## config.mk

```make
export PLATFORM = sky130hd
export DESIGN_NAME = dlcirq_host_flat
export DESIGN_NICKNAME = d
export VERILOG_FILES = /design/src/hw/dlcirq_pkg.sv /design/src/hw/dlcirq_link_if.sv /design/src/hw/dlcirq_host.sv /design/src/flat_wrapper.sv
export VERILOG_INCLUDE_DIRS = /design/src /design/src/hw
export SDC_FILE = /design/constraint.sdc
export NUM_CORES = 1
export LEC_CHECK = 0
export BUFFER_PORTS_ARGS = -buffer_cell sky130_fd_sc_hd__buf_4
export CORE_ASPECT_RATIO = 1.25
export CORE_MARGIN = 1
export CORE_UTILIZATION = 40
export DETAILED_ROUTE_END_ITERATION = 10
export PLACE_DENSITY = 0.63
export SYNTH_ARGS = -nofsm -noshare
export SYNTH_HDL_FRONTEND = slang
export SYNTH_SLANG_ARGS = --single-unit
```

## constraint.sdc

```tcl
create_clock -name i_clock -period 4.7 [get_ports i_clock]
set_clock_uncertainty 0.15 [all_clocks]
set_input_delay 0.235 -clock i_clock [delete_from_list [all_inputs] [get_ports i_clock]]
set_output_delay 0.235 -clock i_clock [all_outputs]
set_load 0.01 [all_outputs]
```

## src/hw/dlcirq_defines.svh

```systemverilog
// constants for the dual loadable counter block
// What this block does
// - two 8-bit up-counters, limits 0x3f and 0x1f
// - reset clears, enable high lets counting proceed
// - both counters start from zero after power-up
// - counter one irq line zero, two line one
// - terminal count drives carry-out low, raising irq
// - active-low request held at least three cycles
// - strobe plus select loads data bus value
// - after release, count up from loaded value
// - irq zero: tally, store 0x0f9b, reload counter one
// - irq zero: multiply tallies, store 0x0f9d/0x0f9e
// - irq one: tally, store 0x0f9c, reload counter two
`ifndef DLCIRQ_DEFINES_SVH
`define DLCIRQ_DEFINES_SVH
`define DLCIRQ_WIDTH 8
`define DLCIRQ_LIMIT_ONE 8'h3f
`define DLCIRQ_LIMIT_TWO 8'h1f
`define DLCIRQ_IRQ_HOLD 2'h3
`define DLCIRQ_SEL_ONE 2'h1
`define DLCIRQ_SEL_TWO 2'h2
`define DLCIRQ_ADDR_TALLY_ONE 16'h0f9b
`define DLCIRQ_ADDR_TALLY_TWO 16'h0f9c
`define DLCIRQ_ADDR_PROD_LO 16'h0f9d
`define DLCIRQ_ADDR_PROD_HI 16'h0f9e
`endif

```

## src/hw/dlcirq_pkg.sv

```systemverilog
// types shared by the dual counter block
package dlcirq_pkg;
  typedef enum logic [2:0] {
    DLCIRQ_IDLE = 3'h0,
    DLCIRQ_SERVE = 3'h1,
    DLCIRQ_LOAD = 3'h3,
    DLCIRQ_WAIT = 3'h2,
    DLCIRQ_DROP = 3'h6
  } dlcirq_host_state_t;
endpackage

```

## src/hw/dlcirq_link_if.sv

```systemverilog
// link between the counter block and the processor end
interface dlcirq_link_if;
  logic host_write_strobe;
  logic [1:0] io_select;
  logic [7:0] data_bus;
  logic counter_one_irq_line;
  logic counter_two_irq_line;
  modport device (input host_write_strobe, input io_select, input data_bus,
    output counter_one_irq_line, output counter_two_irq_line);
  modport host (output host_write_strobe, output io_select, output data_bus,
    input counter_one_irq_line, input counter_two_irq_line);
endinterface

```

## src/hw/dlcirq_host.sv

```systemverilog
// processor end: services both irq lines, tallies, multiplies, reloads
`include "dlcirq_defines.svh"
module dlcirq_host (
  input wire logic i_clock,
  input wire logic i_rst,
  dlcirq_link_if.host link,
  output logic o_mem_write,
  output logic [15:0] o_mem_addr,
  output logic [7:0] o_mem_data,
  output logic [7:0] o_tally_one,
  output logic [7:0] o_tally_two,
  output logic [15:0] o_product
);
  typedef struct packed {
    dlcirq_pkg::dlcirq_host_state_t fsm;
    logic [1:0] seen_one;
    logic [1:0] seen_two;
    logic pend_one;
    logic pend_two;
    logic which;
    logic [1:0] step;
    logic [7:0] tally_one;
    logic [7:0] tally_two;
    logic [15:0] product;
    logic strobe;
    logic [1:0] sel;
    logic [7:0] data;
    logic mem_we;
    logic [15:0] mem_addr;
    logic [7:0] mem_data;
  } dlcirq_host_st_t;
  dlcirq_host_st_t st, next_st;

  function automatic logic [1:0] seen_step(input logic line_n, input logic [1:0] seen);
    if (line_n) begin
      seen_step = 2'h0;
    end else if (seen == `DLCIRQ_IRQ_HOLD) begin
      seen_step = seen;
    end else begin
      seen_step = 2'(seen + 2'h1);
    end
  endfunction

  always_comb begin
    next_st = st;
    next_st.mem_we = 1'b0;
    // a request counts only after it has been low for three samples
    next_st.seen_one = seen_step(link.counter_one_irq_line, st.seen_one);
    next_st.seen_two = seen_step(link.counter_two_irq_line, st.seen_two);
    case (st.fsm)
      dlcirq_pkg::DLCIRQ_IDLE: begin
        if (st.pend_one) begin
          next_st.pend_one = 1'b0;
          next_st.which = 1'b0;
          next_st.tally_one = 8'(st.tally_one + 8'h01);
          next_st.step = 2'h0;
          next_st.fsm = dlcirq_pkg::DLCIRQ_SERVE;
        end else if (st.pend_two) begin
          next_st.pend_two = 1'b0;
          next_st.which = 1'b1;
          next_st.tally_two = 8'(st.tally_two + 8'h01);
          next_st.step = 2'h0;
          next_st.fsm = dlcirq_pkg::DLCIRQ_SERVE;
        end
      end
      dlcirq_pkg::DLCIRQ_SERVE: begin
        next_st.mem_we = 1'b1;
        next_st.step = 2'(st.step + 2'h1);
        if (st.which) begin
          next_st.mem_addr = `DLCIRQ_ADDR_TALLY_TWO;
          next_st.mem_data = st.tally_two;
          next_st.fsm = dlcirq_pkg::DLCIRQ_LOAD;
        end else begin
          case (st.step)
            2'h0: begin
              next_st.mem_addr = `DLCIRQ_ADDR_TALLY_ONE;
              next_st.mem_data = st.tally_one;
              next_st.product = 16'(st.tally_one) * 16'(st.tally_two);
            end
            2'h1: begin
              next_st.mem_addr = `DLCIRQ_ADDR_PROD_LO;
              next_st.mem_data = st.product[7:0];
            end
            default: begin
              next_st.mem_addr = `DLCIRQ_ADDR_PROD_HI;
              next_st.mem_data = st.product[15:8];
              next_st.fsm = dlcirq_pkg::DLCIRQ_LOAD;
            end
          endcase
        end
      end
      dlcirq_pkg::DLCIRQ_LOAD: begin
        next_st.strobe = 1'b1;
        next_st.sel = st.which ? `DLCIRQ_SEL_TWO : `DLCIRQ_SEL_ONE;
        next_st.data = st.which ? st.tally_two : st.tally_one;
        next_st.fsm = dlcirq_pkg::DLCIRQ_WAIT;
      end
      dlcirq_pkg::DLCIRQ_WAIT: begin
        next_st.strobe = 1'b0;
        next_st.sel = 2'h0;
        next_st.fsm = dlcirq_pkg::DLCIRQ_DROP;
      end
      dlcirq_pkg::DLCIRQ_DROP: begin
        // wait for the serviced line to go high so one event is not served twice
        if (st.which ? link.counter_two_irq_line : link.counter_one_irq_line) begin
          next_st.fsm = dlcirq_pkg::DLCIRQ_IDLE;
        end
      end
      default: next_st.fsm = dlcirq_pkg::DLCIRQ_IDLE;
    endcase
    // the line is released the cycle it is recognised, so a request seen while busy is latched
    if (next_st.seen_one == `DLCIRQ_IRQ_HOLD && st.seen_one != `DLCIRQ_IRQ_HOLD) begin
      next_st.pend_one = 1'b1;
    end
    if (next_st.seen_two == `DLCIRQ_IRQ_HOLD && st.seen_two != `DLCIRQ_IRQ_HOLD) begin
      next_st.pend_two = 1'b1;
    end
  end

  always_ff @(posedge i_clock or posedge i_rst) begin
    if (i_rst) begin
      st <= '0;
    end else begin
      st <= next_st;
    end
  end

  assign link.host_write_strobe = st.strobe;
  assign link.io_select = st.sel;
  assign link.data_bus = st.data;
  assign o_mem_write = st.mem_we;
  assign o_mem_addr = st.mem_addr;
  assign o_mem_data = st.mem_data;
  assign o_tally_one = st.tally_one;
  assign o_tally_two = st.tally_two;
  assign o_product = st.product;
endmodule

```

## src/flat_wrapper.sv

```systemverilog
// flat-port wrapper written by rule: the top's interface ports become plain ports
module dlcirq_host_flat 
  (i_clock, i_rst, o_mem_write, o_mem_addr, o_mem_data, o_tally_one, o_tally_two, o_product, link_host_write_strobe, link_io_select, link_data_bus, link_counter_one_irq_line, link_counter_two_irq_line);
  dlcirq_link_if link_i ();
  input wire logic i_clock;
  input wire logic i_rst;
  output logic o_mem_write;
  output logic [15:0] o_mem_addr;
  output logic [7:0] o_mem_data;
  output logic [7:0] o_tally_one;
  output logic [7:0] o_tally_two;
  output logic [15:0] o_product;
  output wire logic [$bits(link_i.host_write_strobe)-1:0] link_host_write_strobe;
  output wire logic [$bits(link_i.io_select)-1:0] link_io_select;
  output wire logic [$bits(link_i.data_bus)-1:0] link_data_bus;
  input wire logic [$bits(link_i.counter_one_irq_line)-1:0] link_counter_one_irq_line;
  input wire logic [$bits(link_i.counter_two_irq_line)-1:0] link_counter_two_irq_line;
  assign link_host_write_strobe = link_i.host_write_strobe;
  assign link_io_select = link_i.io_select;
  assign link_data_bus = link_i.data_bus;
  assign link_i.counter_one_irq_line = link_counter_one_irq_line;
  assign link_i.counter_two_irq_line = link_counter_two_irq_line;
  dlcirq_host u_core (.i_clock(i_clock), .i_rst(i_rst), .link(link_i), .o_mem_write(o_mem_write), .o_mem_addr(o_mem_addr), .o_mem_data(o_mem_data), .o_tally_one(o_tally_one), .o_tally_two(o_tally_two), .o_product(o_product));
endmodule
```

# After elaboration in Yosys (flattened, before gate mapping)

Cells that the tools add are included.

Bits in latches: 0
Word-level logic and storage cells: 80
Output and inout bits: 68
ROM bits: 0
Memories kept: 0
Bits in writable memories: 0
Register bits after elaboration: 80
Input port bits: 4

Reduce and logical (&&, ||, !) cells: 17
Add/subtract/negate cells: 5
Shift operators: 0
Multiplexer cells: 24
Div/mod/pow operators: 0
Multiply operators: 1
Eq/ne operators: 15
Order comparisons: 0
Bitwise gates (word level): 2

Operators by type and width:

| operator            | count |
|---|---|
| $mux 25             | 1 |
| $mux 3              | 8 |
| $pmux 11 s2         | 1 |
| $add 8x1->8 const B | 2 |
| $mul 8x8->16        | 1 |
| $pmux 3 s5          | 1 |
| $mux 11             | 1 |
| $mux 2              | 5 |
| $reduce_bool 2->1   | 5 |
| $reduce_and 3->1    | 3 |
| $eq 2x2->1 const B  | 4 |
| $mux 8              | 1 |
| $reduce_and 2->1    | 4 |
| $add 2x1->2 const B | 3 |
| $eq 3x2->1 const B  | 2 |
| $ne 2x2->1 const B  | 3 |
| $pmux 3 s2          | 1 |
| $mux 1              | 4 |
| $pmux 2 s2          | 1 |
| $eq 3x1->1 const B  | 1 |
| $eq 3x3->1 const B  | 1 |
| $logic_not 3->1     | 1 |
| $ne 3x1->1 const B  | 1 |
| $ne 3x2->1 const B  | 1 |
| 6 further kinds     | 8 |

# Depth between registers and ports, before layout

Gate-level depths: netlist of run 1.

Depth after elaboration: 7
Depth in mapped cells: 16
Gate-level depth less buffers: 15

# Worst setup path before layout of run 1

No wires, ideal clock.

Kind: reg-to-reg
Start: register u_core.st, in the netlist u_core.o_tally_one[0]
End: register u_core.st, in the netlist u_core.o_product[13]
Period minus slack after synthesis: 4.260 ns
Stages on the path, launching flop included: 14
Path slack: 0.440 ns
Path buffers: 1
Required time: 4.455 ns
Setup time: 0.095 ns
Data arrival time: 4.014 ns
Cell sequence: dfrtp_1 clkbuf_1 nand2_1 fa_1 fa_1 fa_1 fa_1 inv_1 ha_1 o211ai_1 a21oi_1 o2111ai_1 and3_1 o31ai_1

Cells in the longest elaborated chain, start to end: 1

RTL lines:

| element                | RTL line           | source |
|---|---|---|
| start, declared        | dlcirq_host.sv:32  | `dlcirq_host_st_t st, next_st;` |
| start signal, assigned | dlcirq_host.sv:124 | `st <= next_st;` |
| $mul 8x8->16           | dlcirq_host.sv:78  | `next_st.product = 16'(st.tally_one) * 16'(st.tally_two);` |

No other way between the ends.
A chain may end at the register's enable or synchronous reset.

# Worst setup path after layout of run 1

Start: register u_core.st, in the netlist u_core.o_tally_one[6]
End: register u_core.st, in the netlist u_core.o_product[12]

The elaborated chain is that of the path after synthesis.

==> impl_metrics.tcl, run 1 <==
set metrics [dict create \
    max-vdd-ir-drop_uv 310.3 \
    clock-sinks 68 \
    total_power_mw 2.525 \
    diodes 0 \
    startpoint "u_core.o_tally_one[6]" \
    netlist-cell-type-count 45 \
    yosysTopAreaCellShare 0.3085 \
    r2r-start "u_core.o_tally_one[6]" \
    clockBufferDepth 2 \
    yosysWarningCount 0 \
    synth_area_leaders "dfrtp_1, fa_1, ha_1" \
    htreeDepth 3 \
    final_nets 684 \
    drc_errors 0 \
    ant_nets 0 \
    globalplace.congestion 0.8536 \
    arrival_ns 4.45 \
    routed_wl_um 12380 \
    cts_setup_buffers 0 \
    reg2reg_setup_slack_ns 0.26 \
    port_buffers 65 \
    insertion_delay_ns 0.34 \
    setup_ws_ns 0.2603 \
    routed-via-count 3912 \
    setup_viol 0 \
    yosysTopAreaCell "dfrtp_1" \
    wl_per_cell_um 15.87 \
    synth-edff-count 0 \
    final_max_slew_viol_count 0 \
    pre_cts_slack_ns 0.2174 \
    timing.final.crit_period_ns 4.440 \
    synthAdderAreaFrac 0.2214 \
    area_growth_pct 9.322 \
    path_class "reg2reg" \
    cts.reportedPaths.clkPinSlew_ns 0.06 \
    ys_ff_latch 68 \
    r2r-end "u_core.o_product[12]" \
    synth_xor_area_frac 0.03810 \
    gr-total-overflow 0 \
    die-area_um2 14270 \
    worst_setup_path_end_kind "register" \
    core_um2 13350 \
    synthMuxAreaShare 0.04128 \
    hpwl_um 9739 \
    holdWs_ns 0.02577 \
    hp-class "in2async" \
    synth_top_family_by_area "adder cells" \
    avgViaCountPerCell 5.015 \
    reg2regPathDepth 11 \
    track_usage 0.1869 \
    cts_buffers 9 \
    start_kind "register" \
    grt_pass1_vias 4021 \
    die_w_um 107.0 \
    synth_top_flop_cell "dfrtp_1" \
    synthCells 602 \
    setup.worst_path.end "u_core.o_product[12]" \
    status "finished clean" \
    power_density_nw_per_um2 418.7 \
    avgSynthCellArea_um2 9.164 \
    fin_area_um2 6031 \
    first_pass_iters 4 \
    die_h_um 133.3 \
    grt_max_degree 69 \
    p_leak_nw 3.080 \
    tightest_slew_ns 1.094 \
    crit_fanout 13 \
    finalHoldViolCount 0 \
    drtIter0Drc 201 \
    critPathRequiredTime_ns 4.71 \
    n_fill_cell 1262 \
    ioPinCount 72 \
    cap_violations 0 \
    rows 47 \
    syn_area_um2 5517 \
    grt_pass1_wl_um 20580 \
    fmax_ghz 0.2252 \
    maxSlewHeadroom 0.2685 \
    ys_seq_area_frac 0.3085 \
    layout-drive-gt1-share 0.1856 \
    antenna_found_initial 0 \
    cts_tree "done" \
    period_share 0.9446 \
    initial_core_util 0.4133 \
    synth_compound_area_frac 0.08596 \
    clockRootBuffer "clkbuf_16" \
    yosys.area_share.simple 0.1531 \
    async_reset_ff_frac 1.000 \
    post_dp_cell_area_um2 5723 \
]
[logic make-up (layout without fill, tap and decap cells)]
group / after synthesis / count (layout)
AO/OA/AOI/OAI: 81 / 81
adder cells (fa/ha/maj): 76 / 76
multiplexers: 22 / 22
other: 1 / 6
XOR/XNOR: 24 / 24
flip-flops: 68 / 68
buffers and inverters: 153 / 155
AND/OR/NAND/NOR: 177 / 177
[metal layers]
layer / GRT usage / wire (um) / vias up
li1: - / - / 1863
met1: 0.2249 / 5123 / 1935
met2: 0.3330 / 6520 / 88
met3: 0.02446 / 338 / 26
met4: 0.07686 / 392 / 0
met5: 0 / 0 / -
[flip-flops by register name (all words and copies together) (netlist names)]
name                           cells
u_core.link.data_bus               8
u_core.link.host_write_strobe      1
u_core.link.io_select              2
u_core.o_mem_addr                  4
u_core.o_mem_data                  8
u_core.o_mem_write                 1
u_core.o_product                  16
u_core.o_tally_one                 8
u_core.o_tally_two                 8
u_core.st                         12
[placed cells by master, fill, tap and decap left out, types with 14 or more instances in the layout]
cell type  count
ha_1          40
inv_1         57
dfrtp_1       65
xnor2_1       14
mux2i_1       16
nand2_1      104
a21oi_1       17
and2_1        31
o21ai_0       37
fa_1          36
buf_4         78
[synth_stat cells (2+ instances only)]
library cell	n
nand2_1	104
dfrtp_1	68
buf_4	66
inv_1	58
ha_1	40
o21ai_0	37
fa_1	36
and2_1	31
clkbuf_1	23
a21oi_1	17
mux2i_1	16
xnor2_1	14
nor2_1	10
xor2_1	10
a22oi_1	8
mux2_2	6
nand2b_1	6
and3_1	4
nand3_1	4
o31ai_1	4
a21o_1	3
buf_2	3
nand4_1	3
nor3_1	3
o211ai_1	3
a211oi_1	2
a31oi_1	2
nand3b_1	2
nor2b_1	2
or2_2	2
[power by group]
part | internal, mW | total (mW) | switching, mW
Clock | 0.370 | 0.632 | 0.262
Combinational | 0.439 | 1.01 | 0.567
Sequential | 0.721 | 0.888 | 0.167
Total | 1.53 | 2.53 | 0.996
[through the flow]
step / cells / utilization / setup TNS, ns
after floorplan: 607 / - / 0
after global placement: 762 / 0.4287 / 0
after detailed placement: 762 / 0.4287 / 0
after CTS: 780 / 0.4510 / 0
after global routing: 780 / 0.4518 / -0.004288
final: 780 / 0.4518 / 0
[final cells by class]
| cell class | count | area, um^2 | share of cell area |
|---|---|---|---|
| clock buffer | 10 | 239.0 | 0.03963 |
| tap | 171 | 214.0 | 0.03548 |
| multi-input combinational | 386 | 3007 | 0.4985 |
| inverter | 59 | 221.5 | 0.03672 |
| clock inverter | 6 | 38.79 | 0.006432 |
| timing repair buffer | 80 | 605.6 | 0.1004 |
| sequential | 68 | 1705 | 0.2828 |
[timing repair]
action                                  4_1_cts  5_1_grt
hold buffers                                  2        0
gates resized for setup                       0        4
endpoints found under the setup margin        0        4
hold endpoints to repair                      6        0
[how the worst min path moves through the flow]
stage	to	cells after the start	from
after floorplan	u_core.st[73]	1	link_counter_two_irq_line
after CTS	u_core.o_product[3]	3	i_rst
after global routing	u_core.o_mem_data[6]	3	i_rst
final	u_core.o_mem_data[1]	3	i_rst
after global placement	u_core.st[75]	2	link_counter_one_irq_line
after detailed placement	u_core.st[75]	2	link_counter_one_irq_line
[worst max-delay path, stage by stage, from the launching register on]
cell and delay [ns]:
dfrtp_1 0.62, and2_1 0.22, fa_1 0.43, fa_1 0.48, fa_1 0.54, fa_1 0.49
ha_1 0.36, a21oi_1 0.22, a21boi_0 0.20, a31oi_2 0.27, xor2_1 0.18, o21ai_0 0.09
No activity file was read; power rests on OpenSTA's default activity.
==> inputs of run 2 (changes only) <==
--- a/config.mk
+++ b/config.mk
@@ -9,9 +9,9 @@
 export BUFFER_PORTS_ARGS = -buffer_cell sky130_fd_sc_hd__buf_4
 export CORE_ASPECT_RATIO = 1.25
 export CORE_MARGIN = 1
-export CORE_UTILIZATION = 40
+export CORE_UTILIZATION = 53
 export DETAILED_ROUTE_END_ITERATION = 10
-export PLACE_DENSITY = 0.63
+export PLACE_DENSITY = 0.78
 export SYNTH_ARGS = -nofsm -noshare
 export SYNTH_HDL_FRONTEND = slang
 export SYNTH_SLANG_ARGS = --single-unit
==> impl_metrics.tcl, run 2 (same netlist as run 1, synthesis figures left out) <==
set metrics [dict create \
    cap_violations 0 \
    clockRootBuffer "clkbuf_16" \
    port_buffers 65 \
    post_dp_cell_area_um2 5663 \
    critPathTopFamily "adder cells" \
    status "finished clean" \
    critPathRequiredTime_ns 4.77 \
    arrival_ns 4.55 \
    grt_pass1_vias 4133 \
    ioPinCount 72 \
    layout-drive-gt1-share 0.1823 \
    sw_frac_of_total 0.3756 \
    final_common_cell "nand2_1" \
    reg2reg_setup_slack_ns 0.22 \
    diodes 0 \
    largest_register_ffs 16 \
    maxSlewHeadroom 0.3129 \
    max-vdd-ir-drop_uv 252.3 \
    crit_chain "nand2_1, fa_1, fa_1, fa_1, fa_1, inv_1, ha_1, o211ai_1, a21oi_1, o2111ai_1, and3_1, o31ai_1" \
    die_w_um 93.25 \
    wl_per_cell_um 16.42 \
    seqCellArea_um2 1708 \
    finalHoldViolCount 0 \
    rows 41 \
    die_h_um 116.1 \
    fin_area_um2 6018 \
    cp_num_buf_inv 1 \
    switching_power_mw 0.9894 \
    n_fill_cell 808 \
    tightest_slew_ns 1.028 \
    power_density_nw_per_um2 437.7 \
    area_growth_pct 9.095 \
    final_nets 684 \
    pwr-share-seq 0.337 \
    die-area_um2 10820 \
    setup_viol 0 \
    path_class "reg2reg" \
    insertion_delay_ns 0.34 \
    drtIter0Drc 227 \
    avgViaCountPerCell 5.427 \
    clockBufferDepth 2 \
    clock-sinks 68 \
    core_um2 10110 \
    r2r-start "u_core.o_tally_two[5]" \
    final_cell_mix "nand2_1, buf_4, dfrtp_1" \
    cts_tree "done" \
    start_kind "register" \
    routed_wl_um 12120 \
    startpoint "u_core.o_tally_two[5]" \
    grt_pass1_wl_um 19870 \
    initial_core_util 0.5459 \
    drc_errors 0 \
    hpwl_um 9443 \
    intPower_mw 1.645 \
    cts.reportedPaths.clkPinSlew_ns 0.06 \
    fmax_ghz 0.2233 \
    routed-via-count 4005 \
    gr-total-overflow 0 \
    multi_input_area_um2 3000 \
    hp-class "reg2reg" \
    first_pass_iters 4 \
    cpPeakStageDelay_ns 0.61 \
    hp-start "u_core.link.io_select[0]" \
    grt_max_degree 45 \
    track_usage 0.2415 \
    htreeDepth 3 \
    worst_setup_path_end_kind "register" \
    antenna_found_initial 0 \
    tns_ns 0 \
    rsz0062_at_grt "false" \
    final_max_slew_viol_count 0 \
    ant_nets 0 \
    globalplace.congestion 0.8792 \
    period_share 0.9527 \
    crit_fanout 13 \
    timing.final.crit_period_ns 4.478 \
    p_leak_nw 3.093 \
    cts_setup_buffers 0 \
    slowest_stage "dfrtp_1" \
    p_comb_frac 0.388 \
    p_clk_frac 0.275 \
    cp_common_cell "fa_1" \
    cts_buffers 9 \
]
## run 2: repair_timing
action	in CTS	in global routing
endpoints found under the hold margin	30	0
resized for setup	0	5
setup endpoints to repair	0	1
hold buffers	3	0
## run 2: worst paths after layout
check	endpoint	cells past startpoint
worst max register to register	u_core.o_product[13]	12
worst max-delay path	u_core.o_product[13]	12
min in group asynchronous	u_core.o_mem_addr[1]	3
worst min register to register	u_core.link.io_select[0]	2
worst min-delay path	u_core.link.io_select[0]	2
max in group asynchronous	u_core.o_tally_two[7]	4
## run 2: area by class of cell
cell class / count / share of cell area
Multi-Input combinational cell: 386 / 0.4985
Sequential cell: 68 / 0.2838
Timing Repair Buffer: 80 / 0.1010
Clock buffer: 12 / 0.04096
Inverter: 59 / 0.03680
Tap cell: 129 / 0.02682
Clock inverter: 4 / 0.01206
## run 2: stage by stage
stage	power, mW	hold slack, ns	setup WS, ns	instances	util
floorplan	1.624	0.1481	0.4404	607	-
global placement	1.859	0.1447	0.3178	719	0.5604
detailed placement	1.888	0.1487	0.1853	719	0.5604
CTS	2.636	0.3334	0.1715	738	0.5949
global route	2.789	0.3482	0.004719	738	0.5955
finish	2.634	0.3281	0.2224	738	0.5955
## run 2: tightest hold or removal path, cell delays in order (launching register included)
cell and delay, ns:
dfrtp_1 0.34, nand2_1 0.05, o21ai_0 0.06
## run 2: layer usage
metal | routed length, um | GRT usage | up-vias
li1 | - | - | 1862
met1 | 4434 | 0.2646 | 1935
met2 | 6199 | 0.4157 | 159
met3 | 758 | 0.05381 | 49
met4 | 724 | 0.1682 | 0
met5 | 0 | 0 | -
## run 2: power by group through the flow
stage	combinational, mW	clock (mW)	sequential (mW)
finish	1.02	0.725	0.887
global route	1.13	0.753	0.911
CTS	1.02	0.729	0.887
detailed placement	0.992	0	0.896
global placement	0.968	0	0.891
floorplan	0.799	0	0.824
==> inputs of run 3 (changes only) <==
--- a/config.mk
+++ b/config.mk
@@ -9,9 +9,9 @@
 export BUFFER_PORTS_ARGS = -buffer_cell sky130_fd_sc_hd__buf_4
 export CORE_ASPECT_RATIO = 1.25
 export CORE_MARGIN = 1
-export CORE_UTILIZATION = 53
+export CORE_UTILIZATION = 35
 export DETAILED_ROUTE_END_ITERATION = 10
-export PLACE_DENSITY = 0.78
+export PLACE_DENSITY = 0.57
 export SYNTH_ARGS = -nofsm -noshare
 export SYNTH_HDL_FRONTEND = slang
 export SYNTH_SLANG_ARGS = --single-unit
==> impl_metrics.tcl, run 3 (same netlist as run 1, synthesis figures left out) <==
set metrics [dict create \
    final_nets 683 \
    p_leak_nw 3.100 \
    layout-drive-gt1-share 0.1891 \
    rows 50 \
    hp-start "u_core.link.host_write_strobe" \
    max-vdd-ir-drop_uv 210.4 \
    path_class "reg2reg" \
    die-area_um2 16270 \
    diodes 0 \
    hpwl_um 9964 \
    start_kind "register" \
    final_cell_mix "nand2_1, buf_4, dfrtp_1" \
    cts.reportedPaths.clkPinSlew_ns 0.06 \
    die_h_um 142.4 \
    holdWs_ns 0.3263 \
    grt_max_degree 36 \
    track_usage 0.1716 \
    maxSlewHeadroom 0.2458 \
    rsz0062_at_grt "false" \
    tns_ns 0 \
    fmax_ghz 0.2294 \
    clockRootBuffer "clkbuf_16" \
    switching_power_mw 0.9999 \
    port_buffers 65 \
    setup_viol 0 \
    avgViaCountPerCell 4.711 \
    routed-via-count 3844 \
    power_density_nw_per_um2 437.5 \
    status "finished clean" \
    clock-sinks 68 \
    wl_per_cell_um 15.66 \
    largest_register_ffs 16 \
    arrival_ns 4.39 \
    p_clk_frac 0.299 \
    worst_setup_path_end_kind "register" \
    postLayoutCoreUtil 0.4043 \
    htreeDepth 3 \
    crit_fanout 14 \
    antenna_found_initial 0 \
    startpoint "u_core.o_tally_two[4]" \
    finalHoldViolCount 0 \
    tightest_slew_ns 1.128 \
    initial_core_util 0.3629 \
    p_comb_frac 0.359 \
    core_um2 15200 \
    area_growth_pct 11.41 \
    die_w_um 114.3 \
    cts_buffers 9 \
    timing.final.crit_period_ns 4.359 \
    final_max_slew_viol_count 0 \
    routed_wl_um 12780 \
    grt_pass1_wl_um 21150 \
    r2r-start "u_core.o_tally_two[4]" \
    cts_tree "done" \
    cts_setup_buffers 0 \
    drtIter0Drc 233 \
    sw_frac_of_total 0.3719 \
    insertion_delay_ns 0.34 \
    intPower_mw 1.689 \
    ioPinCount 72 \
    drc_errors 0 \
    ant_nets 0 \
    pwr-share-seq 0.343 \
    hp-class "reg2reg" \
    gr-total-overflow 0 \
    cap_violations 0 \
    clockBufferDepth 2 \
    period_share 0.9274 \
    globalplace.congestion 0.8758 \
    total_power_mw 2.689 \
    final_common_cell "nand2_1" \
    grt_pass1_vias 4021 \
    first_pass_iters 4 \
    critPathRequiredTime_ns 4.73 \
]
## run 3: worst max-delay path, stage by stage, from the launching register on
cell and delay (ns):
dfrtp_2 0.52, and2_1 0.23, fa_1 0.56, fa_1 0.45, fa_1 0.52, fa_1 0.49, ha_1 0.36, a21oi_1 0.23
o211ai_1 0.19, a31oi_1 0.25, xor2_1 0.17, o21ai_0 0.08
## run 3: cell type report
type	count	area, um^2
clock inverters	5	107.6
well taps	208	260.3
inverters	59	221.5
fillers	1485	9056
flip-flops and latches	68	1713
multi-input cells	386	3000
clock buffers	11	242.7
repair buffers	79	600.6
## run 3: final timing paths
kind | to | slack, ns | depth (start not counted)
worst max register to register | u_core.o_product[12] | 0.34 | 11
worst min-delay path | u_core.link.host_write_strobe | 0.33 | 2
worst max-delay path | u_core.o_product[12] | 0.34 | 11
min in group asynchronous | u_core.o_mem_data[3] | 0.43 | 3
worst min register to register | u_core.link.host_write_strobe | 0.33 | 2
max in group asynchronous | u_core.o_tally_two[7] | 3.03 | 4
## run 3: power groups by stage
stage               Combinational [mW]  Sequential [mW]  Clock, mW
CTS                              0.976            0.919      0.818
global route                      1.09            0.944      0.841
finish                           0.965            0.921      0.803
global placement                 0.955            0.926          0
floorplan                        0.799            0.824          0
detailed placement               0.969            0.929          0
## run 3: metrics by stage
step                      area, um^2  worst slack [ns]  instances
final                           6146            0.3411        816
after global routing            6146           0.02330        816
after CTS                       6135            0.1748        816
after detailed placement        5754            0.1898        797
after global placement          5754            0.3053        797
after floorplan                 5535            0.4404        607
## run 3: per-layer routing
layer | vias to the layer above | track usage | part of all wire
met5 | - | 0 | 0
met4 | 0 | 0.07792 | 0.033
met3 | 19 | 0.03066 | 0.041
met2 | 83 | 0.3002 | 0.52
met1 | 1882 | 0.2034 | 0.41
li1 | 1860 | - | -
## run 3: repair_timing
action / CTS / global route
resized for setup: 0 / 9
setup endpoints to repair: 0 / 2
endpoints found under the hold margin: 39 / 0
hold buffers: 3 / 0
